[src/shared/rcwd_params.svh]
// Constants for the runaway code watchdog.
`ifndef RCWD_PARAMS_SVH
`define RCWD_PARAMS_SVH
`define RCWD_CNT_W      16
`define RCWD_MOD_RST    16'hFFFF
`define RCWD_KEY_FIRST  16'h5555
`define RCWD_KEY_SECOND 16'hAAAA
`define RCWD_ZERO       16'h0000
`define RCWD_ONE        16'h0001
`endif

[src/shared/rcwd_pkg.sv]
// Types for the runaway code watchdog.
package rcwd_pkg;
    typedef enum logic [1:0] {
        RCWD_SVC_IDLE,
        RCWD_SVC_ARMED
    } rcwd_svc_t;
endpackage : rcwd_pkg

[src/shared/rcwd_svc_if.sv]
// Service sequence signals between the watchdog top and its service tracker.
interface rcwd_svc_if;
    logic        wr;
    logic [15:0] data;
    logic        done;
    modport tracker (input wr, input data, output done);
    modport owner   (output wr, output data, input done);
endinterface : rcwd_svc_if

[src/core/rcwd_top.sv]
// Runaway code watchdog: modulus-loaded 16-bit down-counter with reset request.
// How it works
// - A 16-bit counter counts down every enabled cycle on its own.
// - An underflow with no service raises the system reset request.
// - Software writes a 16-bit modulus that the counter starts from.
// - Only two successive service writes, first key then second key, count.
// - A completed service reloads the counter from the modulus.
`include "rcwd_params.svh"
module rcwd_top
    import rcwd_pkg::*;
(
    // Clock, reset and enable.
    clk,
    rst,
    ce,
    // Software side.
    mod_wr,
    mod_data,
    svc_wr,
    svc_data,
    // Status and reset request.
    count,
    modulus,
    reset_req
);
    input  wire logic        clk;
    input  wire logic        rst;
    input  wire logic        ce;
    input  wire logic        mod_wr;
    input  wire logic [15:0] mod_data;
    input  wire logic        svc_wr;
    input  wire logic [15:0] svc_data;
    output logic      [15:0] count;
    output logic      [15:0] modulus;
    output logic             reset_req;

    logic [15:0] cnt_reg;
    logic [15:0] mod_reg;
    logic        req_reg;
    logic        load_reg;
    logic        underflow;
    logic [15:0] since_reg;
    logic [15:0] mod_seen_reg;
    rcwd_svc_if  svc_bus ();

    // True for the count value after which the counter wraps.
    function automatic logic rcwd_at_zero(input logic [15:0] value);
        return value == `RCWD_ZERO;
    endfunction : rcwd_at_zero

    assign svc_bus.wr   = svc_wr;
    assign svc_bus.data = svc_data;

    // A service in the underflow cycle wins, so no request is raised then.
    assign underflow = ce && !load_reg && !svc_bus.done && rcwd_at_zero(cnt_reg);

    rcwd_service u_service (
        .clk (clk),
        .rst (rst),
        .ce  (ce),
        .svc (svc_bus.tracker)
    );

    always_ff @(posedge clk or posedge rst) begin
        if (rst) begin
            mod_reg <= `RCWD_MOD_RST;
        end else if (ce && mod_wr) begin
            mod_reg <= mod_data;
        end
    end

    // After reset the first enabled cycle loads the modulus.
    always_ff @(posedge clk or posedge rst) begin
        if (rst) begin
            load_reg <= 1'b1;
        end else if (ce) begin
            load_reg <= 1'b0;
        end
    end

    always_ff @(posedge clk or posedge rst) begin
        if (rst) begin
            cnt_reg <= `RCWD_MOD_RST;
        end else if (ce) begin
            if (load_reg || svc_bus.done) begin
                cnt_reg <= mod_reg;
            end else if (rcwd_at_zero(cnt_reg)) begin
                cnt_reg <= mod_reg;
            end else begin
                cnt_reg <= cnt_reg - `RCWD_ONE;
            end
        end
    end

    // Request is sticky until the system reset it causes.
    always_ff @(posedge clk or posedge rst) begin
        if (rst) begin
            req_reg <= 1'b0;
        end else if (underflow) begin
            req_reg <= 1'b1;
        end
    end

    assign count     = cnt_reg;
    assign modulus   = mod_reg;
    assign reset_req = req_reg;

    // Checker helper: enabled cycles since the last reload and the modulus taken then.
    always_ff @(posedge clk or posedge rst) begin
        if (rst) begin
            since_reg    <= `RCWD_ZERO;
            mod_seen_reg <= `RCWD_MOD_RST;
        end else if (ce) begin
            if (load_reg || svc_bus.done || underflow) begin
                since_reg    <= `RCWD_ZERO;
                mod_seen_reg <= mod_reg;
            end else begin
                since_reg <= since_reg + `RCWD_ONE;
            end
        end
    end
endmodule : rcwd_top

[src/core/rcwd_service.sv]
// Two-write service sequence tracker.
`include "rcwd_params.svh"
module rcwd_service
    import rcwd_pkg::*;
(
    // Clock, reset and enable.
    input  wire logic   clk,
    input  wire logic   rst,
    input  wire logic   ce,
    // Service port.
    rcwd_svc_if.tracker svc
);
    rcwd_svc_t state_reg;

    always_ff @(posedge clk or posedge rst) begin
        if (rst) begin
            state_reg <= RCWD_SVC_IDLE;
        end else if (ce && svc.wr) begin
            unique case (state_reg)
                RCWD_SVC_IDLE: begin
                    if (svc.data == `RCWD_KEY_FIRST) begin
                        state_reg <= RCWD_SVC_ARMED;
                    end
                end
                RCWD_SVC_ARMED: begin
                    // A second write other than the first key closes the sequence; a repeated first key keeps it armed.
                    state_reg <= (svc.data == `RCWD_KEY_FIRST) ? RCWD_SVC_ARMED
                                                                 : RCWD_SVC_IDLE;
                end
                default: begin
                    state_reg <= RCWD_SVC_IDLE;
                end
            endcase
        end
    end

    // Done only on the second of two successive correct writes.
    assign svc.done = ce && svc.wr && (state_reg == RCWD_SVC_ARMED)
                      && (svc.data == `RCWD_KEY_SECOND);
endmodule : rcwd_service

[config.mk]
export PLATFORM = sky130hd
export DESIGN_NAME = rcwd_top
export DESIGN_NICKNAME = d
export VERILOG_FILES = /design/src/shared/rcwd_pkg.sv /design/src/shared/rcwd_svc_if.sv /design/src/core/rcwd_top.sv /design/src/core/rcwd_service.sv
export VERILOG_INCLUDE_DIRS = /design/src /design/src/shared
export SDC_FILE = /design/constraint.sdc
export NUM_CORES = 1
export LEC_CHECK = 0
export BUFFER_PORTS_ARGS = -buffer_cell sky130_fd_sc_hd__buf_2
export CORE_UTILIZATION = 46
export DETAILED_ROUTE_END_ITERATION = 7
export PLACE_DENSITY = 0.76
export SKIP_LAST_GASP = 1
export SYNTH_ARGS = -nofsm -noshare
export SYNTH_HDL_FRONTEND = slang
export SYNTH_SLANG_ARGS = --single-unit
export TNS_END_PERCENT = 10
[constraint.sdc]
create_clock -name clk -period 1.9 [get_ports clk]
set_clock_uncertainty 0.15 [all_clocks]
set_input_delay 0.285 -clock clk [delete_from_list [all_inputs] [get_ports clk]]
set_output_delay 0.285 -clock clk [all_outputs]
set_load 0.05 [all_outputs]
==> results of run 1 <==
[final cells by class]
| type | instances | area, um^2 |
|---|---|---|
| Inverter | 14 | 55.1 |
| Clock buffer | 7 | 76.3 |
| Timing Repair Buffer | 115 | 722 |
| Fill cell | 346 | 1350 |
| Sequential cell | 35 | 947 |
| Multi-Input combinational cell | 141 | 1250 |
| Tap cell | 52 | 65.1 |
| Clock inverter | 1 | 5.00 |
[power by group through the flow]
stage               registers, uW  logic, uW  clock network [uW]
finish                        954        873                 536
global route                  966        926                 578
CTS                           956        871                 546
detailed placement            967        848                   0
global placement              959        823                   0
floorplan                    1300        228                   0
[metrics by stage]
| stage | TNS (ns) | cells |
|---|---|---|
| after floorplan | -0.647 | 200 |
| after global placement | -3.13 | 356 |
| after detailed placement | -3.79 | 356 |
| after CTS | -1.11 | 365 |
| after global routing | -3.08 | 365 |
| final | -1.06 | 365 |
[layer usage]
metal / up-vias / wire [um] / global-route usage (%)
met5: - / 0 / 0
met2: 92 / 3000 / 42.9
li1: 989 / - / -
met4: 0 / 102 / 8.22
met1: 1009 / 2470 / 32.0
met3: 10 / 379 / 6.27
[what timing repair did]
action | CTS | global route
gates resized for setup | 13 | 2
hold buffers | 1 | 0
endpoints found under the setup margin | 16 | 16
pin swaps | 3 | 3
cloned | 0 | 0
hold endpoints to repair | 2 | 0
buffers inserted | 0 | 0
[logic make-up (layout without fill, tap and decap cells)]
group | Yosys count | after routing | share of synthesized area [%]
AND/OR/NAND/NOR | 78 | 78 | 22.8
AO/OA/AOI/OAI | 45 | 45 | 20.7
adder cells (fa/ha/maj) | 2 | 2 | 1.14
flip-flops | 35 | 35 | 41.9
buffers and inverters | 24 | 137 | 5.20
multiplexers | 16 | 16 | 8.23
[placed cells by master, fill, tap and decap left out, types with 6 or more instances in the layout]
| cell type | instances |
|---|---|
| nand2_1 | 26 |
| o221ai_2 | 6 |
| mux2_2 | 16 |
| nor2_1 | 6 |
| dfstp_2 | 25 |
| inv_1 | 12 |
| nor3_1 | 7 |
| buf_4 | 42 |
| o211ai_2 | 11 |
| buf_2 | 69 |
| dfstp_4 | 8 |
[worst max-delay path, stage by stage, from the launching register on]
cell and delay, ns:
dfstp_4 0.47, buf_4 0.15, nor4_4 0.43, nand3_1 0.17, or4_4 0.50, o211ai_2 0.09
[worst paths after layout]
kind / end / slack, ns
max reg2reg: count[15]$_DFFE_PP1P_ / -0.12
min: modulus[9]$_DFFE_PP1P_ / 0.07
max: count[15]$_DFFE_PP1P_ / -0.12
max in group asynchronous: count[15]$_DFFE_PP1P_ / 0.76
min in group asynchronous: reset_req$_DFFE_PP0P_ / 0.50
min reg2reg: reset_req$_DFFE_PP0P_ / 0.32
[synth_stat cells, drive strengths merged (3+ instances only)]
master / count / area share, %
a21oi: 6 / 1.4
a31oi: 5 / 1.7
buf: 4 / 1.8
clkbuf: 6 / 1.0
dfstp: 33 / 40
inv: 14 / 2.4
mux2: 16 / 8.2
nand2: 26 / 4.5
nand3: 5 / 1.1
nand4b: 3 / 1.2
nor2: 7 / 1.3
nor3: 8 / 2.3
nor3b: 3 / 1.3
nor4: 6 / 3.3
o211ai: 11 / 6.3
o221ai: 11 / 5.8
o41ai: 3 / 1.2
or4: 4 / 1.5
or4b: 3 / 1.5
==> impl_results.md, run 1 <==
* Run status: finished with violations
* Failing checks: DRC, setup timing
* ANT cells at 0
* Clk buf depth at 2
* Top-level I/O count at 70
* Grt ovf at 0
* Worst hold path cell count at 2
* Reg-to-Reg Start: count[0]$_DFFE_PP1P_
* Seq/Total Area, Yosys at 41.9%
* Final Util at a little over two thirds
* Worst-margin pin slew at between 0.5 and 0.6 ns
* Vias per cell at between 5 and 6
* Design area at roughly 0.0031 mm^2
* Ys async rst share at 100%
* Die X-Extent at around 71 um
* Clock slew at reported path FFs at approximately 0.07 ns
* Vias at 2100
* # H-tree levels at 2
* Seq pwr share at 40.4%
* Hold slack at roughly 0.066 ns
* Syn-to-layout area delta at 42.7%
* Clock power frac at between 20% and 30%
* Hold_sp: mod_data[9]
* CTS root buffer: clkbuf_8
* Avg WL per Cell at 16.3 um
* Setup violations, final at 16
* Drt drc at 5
* CTS tree: done
* P_sw at around 900 uW
* Initial antenna violation count at 0
* Final worst setup slack at -0.122 ns
* Synth warn at 0
* PD cells at ~760 mW/mm^2
* Sw frac at a little under two fifths
* PnR Total Power at roughly 2400 uW
* First-pass GRT wire length at 9.96 mm
* Static Leak at between 0.001 and 0.0015 uW
* Relative slew slack at roughly two thirds
* Vias in the first global route at ~2100
* Distinct cells, synth at 53
* Worst-path fanout max at 4
* Die area at a little over 0.005 mm^2
* Clock latency on the worst-skew pair at about 0.30 ns
* Total track usage at 25.4%
* Mapped Cells at 200
* Worst min path class: in -> reg
* Hpwl dp at between 4 and 5 mm
* Int Pwr at roughly 1500 uW
* Die Span Y at a little over 70 um
* Arrival @ worst endpoint at 2.10 ns
* CP Class: reg -> reg
* Final hold vios at 0
* Initial core utilization at approximately half
* Syn nets at 239
* Post-Route WL at 5.95 mm
* Crit share post-route at 106%
* FMAX at 495 MHz
* Synth Cell Area at about 0.0022 mm^2
* Average cell area after synthesis at about 11 um^2
* Gp weighted congestion at 0.884
* WP data required at between 1.5 and 2 ns
* Nets at approximately 350
* Max-slew violation count at 0
* FP Rows at 24
* CP startpoint kind: flip-flop
* Starting DRC count in detailed routing at about 110
* Synth Register Bits at 35
* Clock sink total at 35
* Predominant post-synthesis flop cell: dfstp_2
* Post-synth EDFFs at 0
* VDD IR max at 0.760 mV
* Place WS at -0.300 ns
* Setup crit start: count[0]$_DFFE_PP1P_
* Share of cells above drive strength 1 at slightly below 70%
* Critical Path End Type: flip-flop
* Area after DPL at a little under 0.003 mm^2
* CTS buffer count at 5
* Unrepaired setup endpoints after global routing: yes
* Comb pwr share at 36.9%
* IO buf count at roughly 70
* Core footprint at about 0.0045 mm^2
* Largest net degree at the start of global routing at 39
* Drt pass-1 iters at 7
* Worst reg2reg path depth at 5
* Max cap viols at 0
* Final min period at 2.02 ns
* Post-route antenna net violation count at 0
(Power assumes the default switching activity.)
==> run 2, diff against run 1 <==
--- a/config.mk
+++ b/config.mk
@@ -7,11 +7,12 @@
 export NUM_CORES = 1
 export LEC_CHECK = 0
 export BUFFER_PORTS_ARGS = -buffer_cell sky130_fd_sc_hd__buf_2
-export CORE_UTILIZATION = 46
+export CORE_UTILIZATION = 50
 export DETAILED_ROUTE_END_ITERATION = 7
-export PLACE_DENSITY = 0.76
+export PLACE_DENSITY = 0.8
 export SKIP_LAST_GASP = 1
 export SYNTH_ARGS = -nofsm -noshare
 export SYNTH_HDL_FRONTEND = slang
+export SYNTH_HIERARCHICAL = 1
 export SYNTH_SLANG_ARGS = --single-unit
 export TNS_END_PERCENT = 10
==> constraint.sdc (replaced) <==
create_clock -name clk -period 2 [get_ports clk]
set_clock_uncertainty 0.15 [all_clocks]
set_input_delay 0.3 -clock clk [delete_from_list [all_inputs] [get_ports clk]]
set_output_delay 0.3 -clock clk [all_outputs]
set_load 0.05 [all_outputs]
==> impl_results.md, run 2 <==
* Relative slew slack at 72.3% (+7.6 points)
* Die area at 0.00420 mm^2 (-17%)
* Worst-path fanout max at 7 (+3)
* Top-level I/O count at 70 (unchanged)
* Clk buf depth at 2 (unchanged)
* PD cells at 1130 mW/mm^2 (+49%)
* Final hold vios at 0 (unchanged)
* Total track usage at 25.0% (-0.38 points)
* Main area contributors after synthesis: dfstp_2 (44%), mux2_2 (9.1%), nand4_1 (4.8%), o21ai_0 (3.0%), a22oi_1 (3.0%)
* CTS tree: done
* # H-tree levels at 2 (unchanged)
* Hpwl dp at 3.41 mm (-21%)
* CTS root buffer: clkbuf_8
* Max stage delay on crit path at 0.56 ns (+0.06 ns)
* Synth warn at 6 (+6)
* Die Span Y at 64.8 um (-8.7%)
* Nets at 307 (-13%)
* Final min period at 1.99 ns (-0.0305 ns)
* Critical Path End Type: flip-flop
* Area leader, netlist: dfstp_2
* Synth Register Bits at 35 (unchanged)
* Worst min path class: in -> reg
* PnR Total Power at 2940 uW (+24%)
* Crit path cell chain: inv_2 -> ha_2 -> nor3b_2 -> buf_4 -> and4b_1 -> nand4_1 -> o21ai_0 -> a22oi_1
* CP top delay family: flip-flops
* Initial antenna violation count at 0 (unchanged)
* Run status: finished, final reports clean
* Worst-margin pin slew at 0.412 ns (-0.117 ns)
* Post-route antenna net violation count at 0 (unchanged)
* CP startpoint kind: flip-flop
* Distinct cells, synth at 45 (-15%)
* Starting DRC count in detailed routing at 105 (-2.8%)
* Max cap viols at 0 (unchanged)
* IO buf count at 69 (unchanged)
* Share of the synthesized area in the top cell type at 44.0% (+4.4 points)
* Core footprint at 0.00372 mm^2 (-17%)
* ANT cells at 0 (unchanged)
* Vias in the first global route at 1699 (-20%)
* Grt ovf at 0 (unchanged)
* Most frequent cells in the layout: buf_2 (69), dfstp_2 (33), mux2_2 (16)
* Post-synth EDFFs at 0 (unchanged)
* FMAX at 502 MHz (+1.5%)
* Vias at 1850 (-12%)
* FP Rows at 22 (-8.3%)
* Place WS at 0.0521 ns (+0.352 ns)
* Ys async rst share at 100% (unchanged)
* Mapped Cells at 185 (-7.5%)
* Synth Cell Area at 0.00197 mm^2 (-10%)
* CTS buffer count at 5 (unchanged)
* Static Leak at 0.00121 uW (-13%)
* Setup violations, final at 0 (-16)
* Syn nets at 224 (-6.3%)
* CP Class: reg -> reg
* Syn-to-layout area delta at 32.4%
* Share of cells above drive strength 1 at 59.5% (-9.2 points)
* Unrepaired setup endpoints after global routing: yes
* Clock slew at reported path FFs at 0.07 ns (about the same)
* VDD IR max at 0.823 mV (+8.4%)
* Commonest non-fill, non-tap cell in the layout: buf_2
* Clock latency on the worst-skew pair at 0.28 ns (-0.02 ns)
* Gp weighted congestion at 0.862 (-2.5%)
* Average cell area after synthesis at 10.7 um^2 (-2.7%)
* Crit share post-route at 99.6% (-6.8 points)
* WP data required at 2.05 ns (+0.07 ns)
* Top cells by count, synth: dfstp_2 (33), mux2_2 (16), nand4_1 (15), inv_1 (12), o21ai_0 (12)
* Slowest-stage cell, CP: dfstp_2
* Avg WL per Cell at 16.0 um (-1.7%)
* Initial core utilization at 53.0% (+4.1 points)
* Vias per cell at 5.84 (+1.4%)
* Drt drc at 0 (-5)
* First-pass GRT wire length at 8.00 mm (-20%)
* Most frequent cell after synthesis: dfstp_2
* Arrival @ worst endpoint at 2.05 ns (-0.05 ns)
* Drt pass-1 iters at 4 (-3)
* Buffer and inverter count on the worst path at 2 (+1)
* Max-slew violation count at 0 (unchanged)
* Die X-Extent at 64.8 um (-8.7%)
* Largest net degree at the start of global routing at 38 (-2.6%)
* Seq/Total Area, Yosys at 46.5% (+4.7 points)
* Predominant post-synthesis flop cell: dfstp_2
* Final worst setup slack at 0.00841 ns (+0.130 ns)
* Final Util at 70.2% (+0.35 points)
* Clock sink total at 35 (unchanged)
* Post-Route WL at 5.08 mm (-15%)
-- run 2: cell families after synthesis --
kind of cell,Yosys count,synth area share (%)
compound gates,44,13.8
flops,35,46.5
fa+ha+maj,2,1.27
buf+inv,21,4.76
mux,19,10.7
simple gates,64,22.9
-- run 2: path summary, 6_finish.rpt --
path	from	end	slack (ns)	depth (start not counted)
setup / recovery	count[0]$_DFFE_PP1P_	count[10]$_DFFE_PP1P_	0.008	8
hold / removal	mod_data[14]	modulus[14]$_DFFE_PP1P_	0.09	2
setup reg to reg	count[0]$_DFFE_PP1P_	count[10]$_DFFE_PP1P_	0.008	8
hold reg to reg	reset_req$_DFFE_PP0P_	reset_req$_DFFE_PP0P_	0.34	1
max in group asynchronous	rst	count[12]$_DFFE_PP1P_	0.86	4
min in group asynchronous	rst	u_service/state_reg[0]$_DFFE_PP0P_	0.26	3
-- run 2: repair_timing --
item                       4_1_cts  5_1_grt
resized for setup                0        8
hold buffers                     1        0
hold endpoints to repair         2        0
buffers inserted                 0        2
setup endpoints to repair        0       11
-- run 2: area by class of cell --
class / count / area (um^2)
Tap cell: 48 / 60.1
Multi-Input combinational cell: 131 / 1010
Clock inverter: 2 / 35.0
Clock buffer: 6 / 82.6
Inverter: 12 / 45.0
Timing Repair Buffer: 83 / 457
Fill cell: 294 / 1110
Sequential cell: 35 / 917
-- run 2: stage by stage --
step	std cells	hold WS, ns	area, um^2	TNS, ns
after detailed placement	304	0.00737	2430	0
after global routing	317	0.0848	2610	-0.181
final	317	0.0940	2610	0
after CTS	313	0.0908	2550	0
after global placement	304	-0.00222	2430	0
after floorplan	185	-0.121	1990	-0.192
-- run 2: metal layers --
layer / track usage [%] / vias up / wire, um
li1: - / 866 / -
met1: 31.9 / 882 / 2010
met2: 41.8 / 94 / 2650
met3: 5.46 / 8 / 364
met4: 8.33 / 0 / 60
met5: 0 / - / 0
-- run 2: where the power goes --
part / switching, uW / leakage [uW] / internal (uW)
clock network: 255 / 0.0000612 / 403
registers: 205 / 0.000372 / 961
logic: 788 / 0.000776 / 329
-- run 2: worst register-to-register path: cells and delay by family (launching register included) --
| kind | cells | cell delay, ns |
|---|---|---|
| adder cells (fa/ha/maj) | 1 | 0.19 |
| AO/OA/AOI/OAI | 2 | 0.32 |
| flip-flops | 1 | 0.56 |
| AND/OR/NAND/NOR | 3 | 0.48 |
| buffers and inverters | 2 | 0.22 |
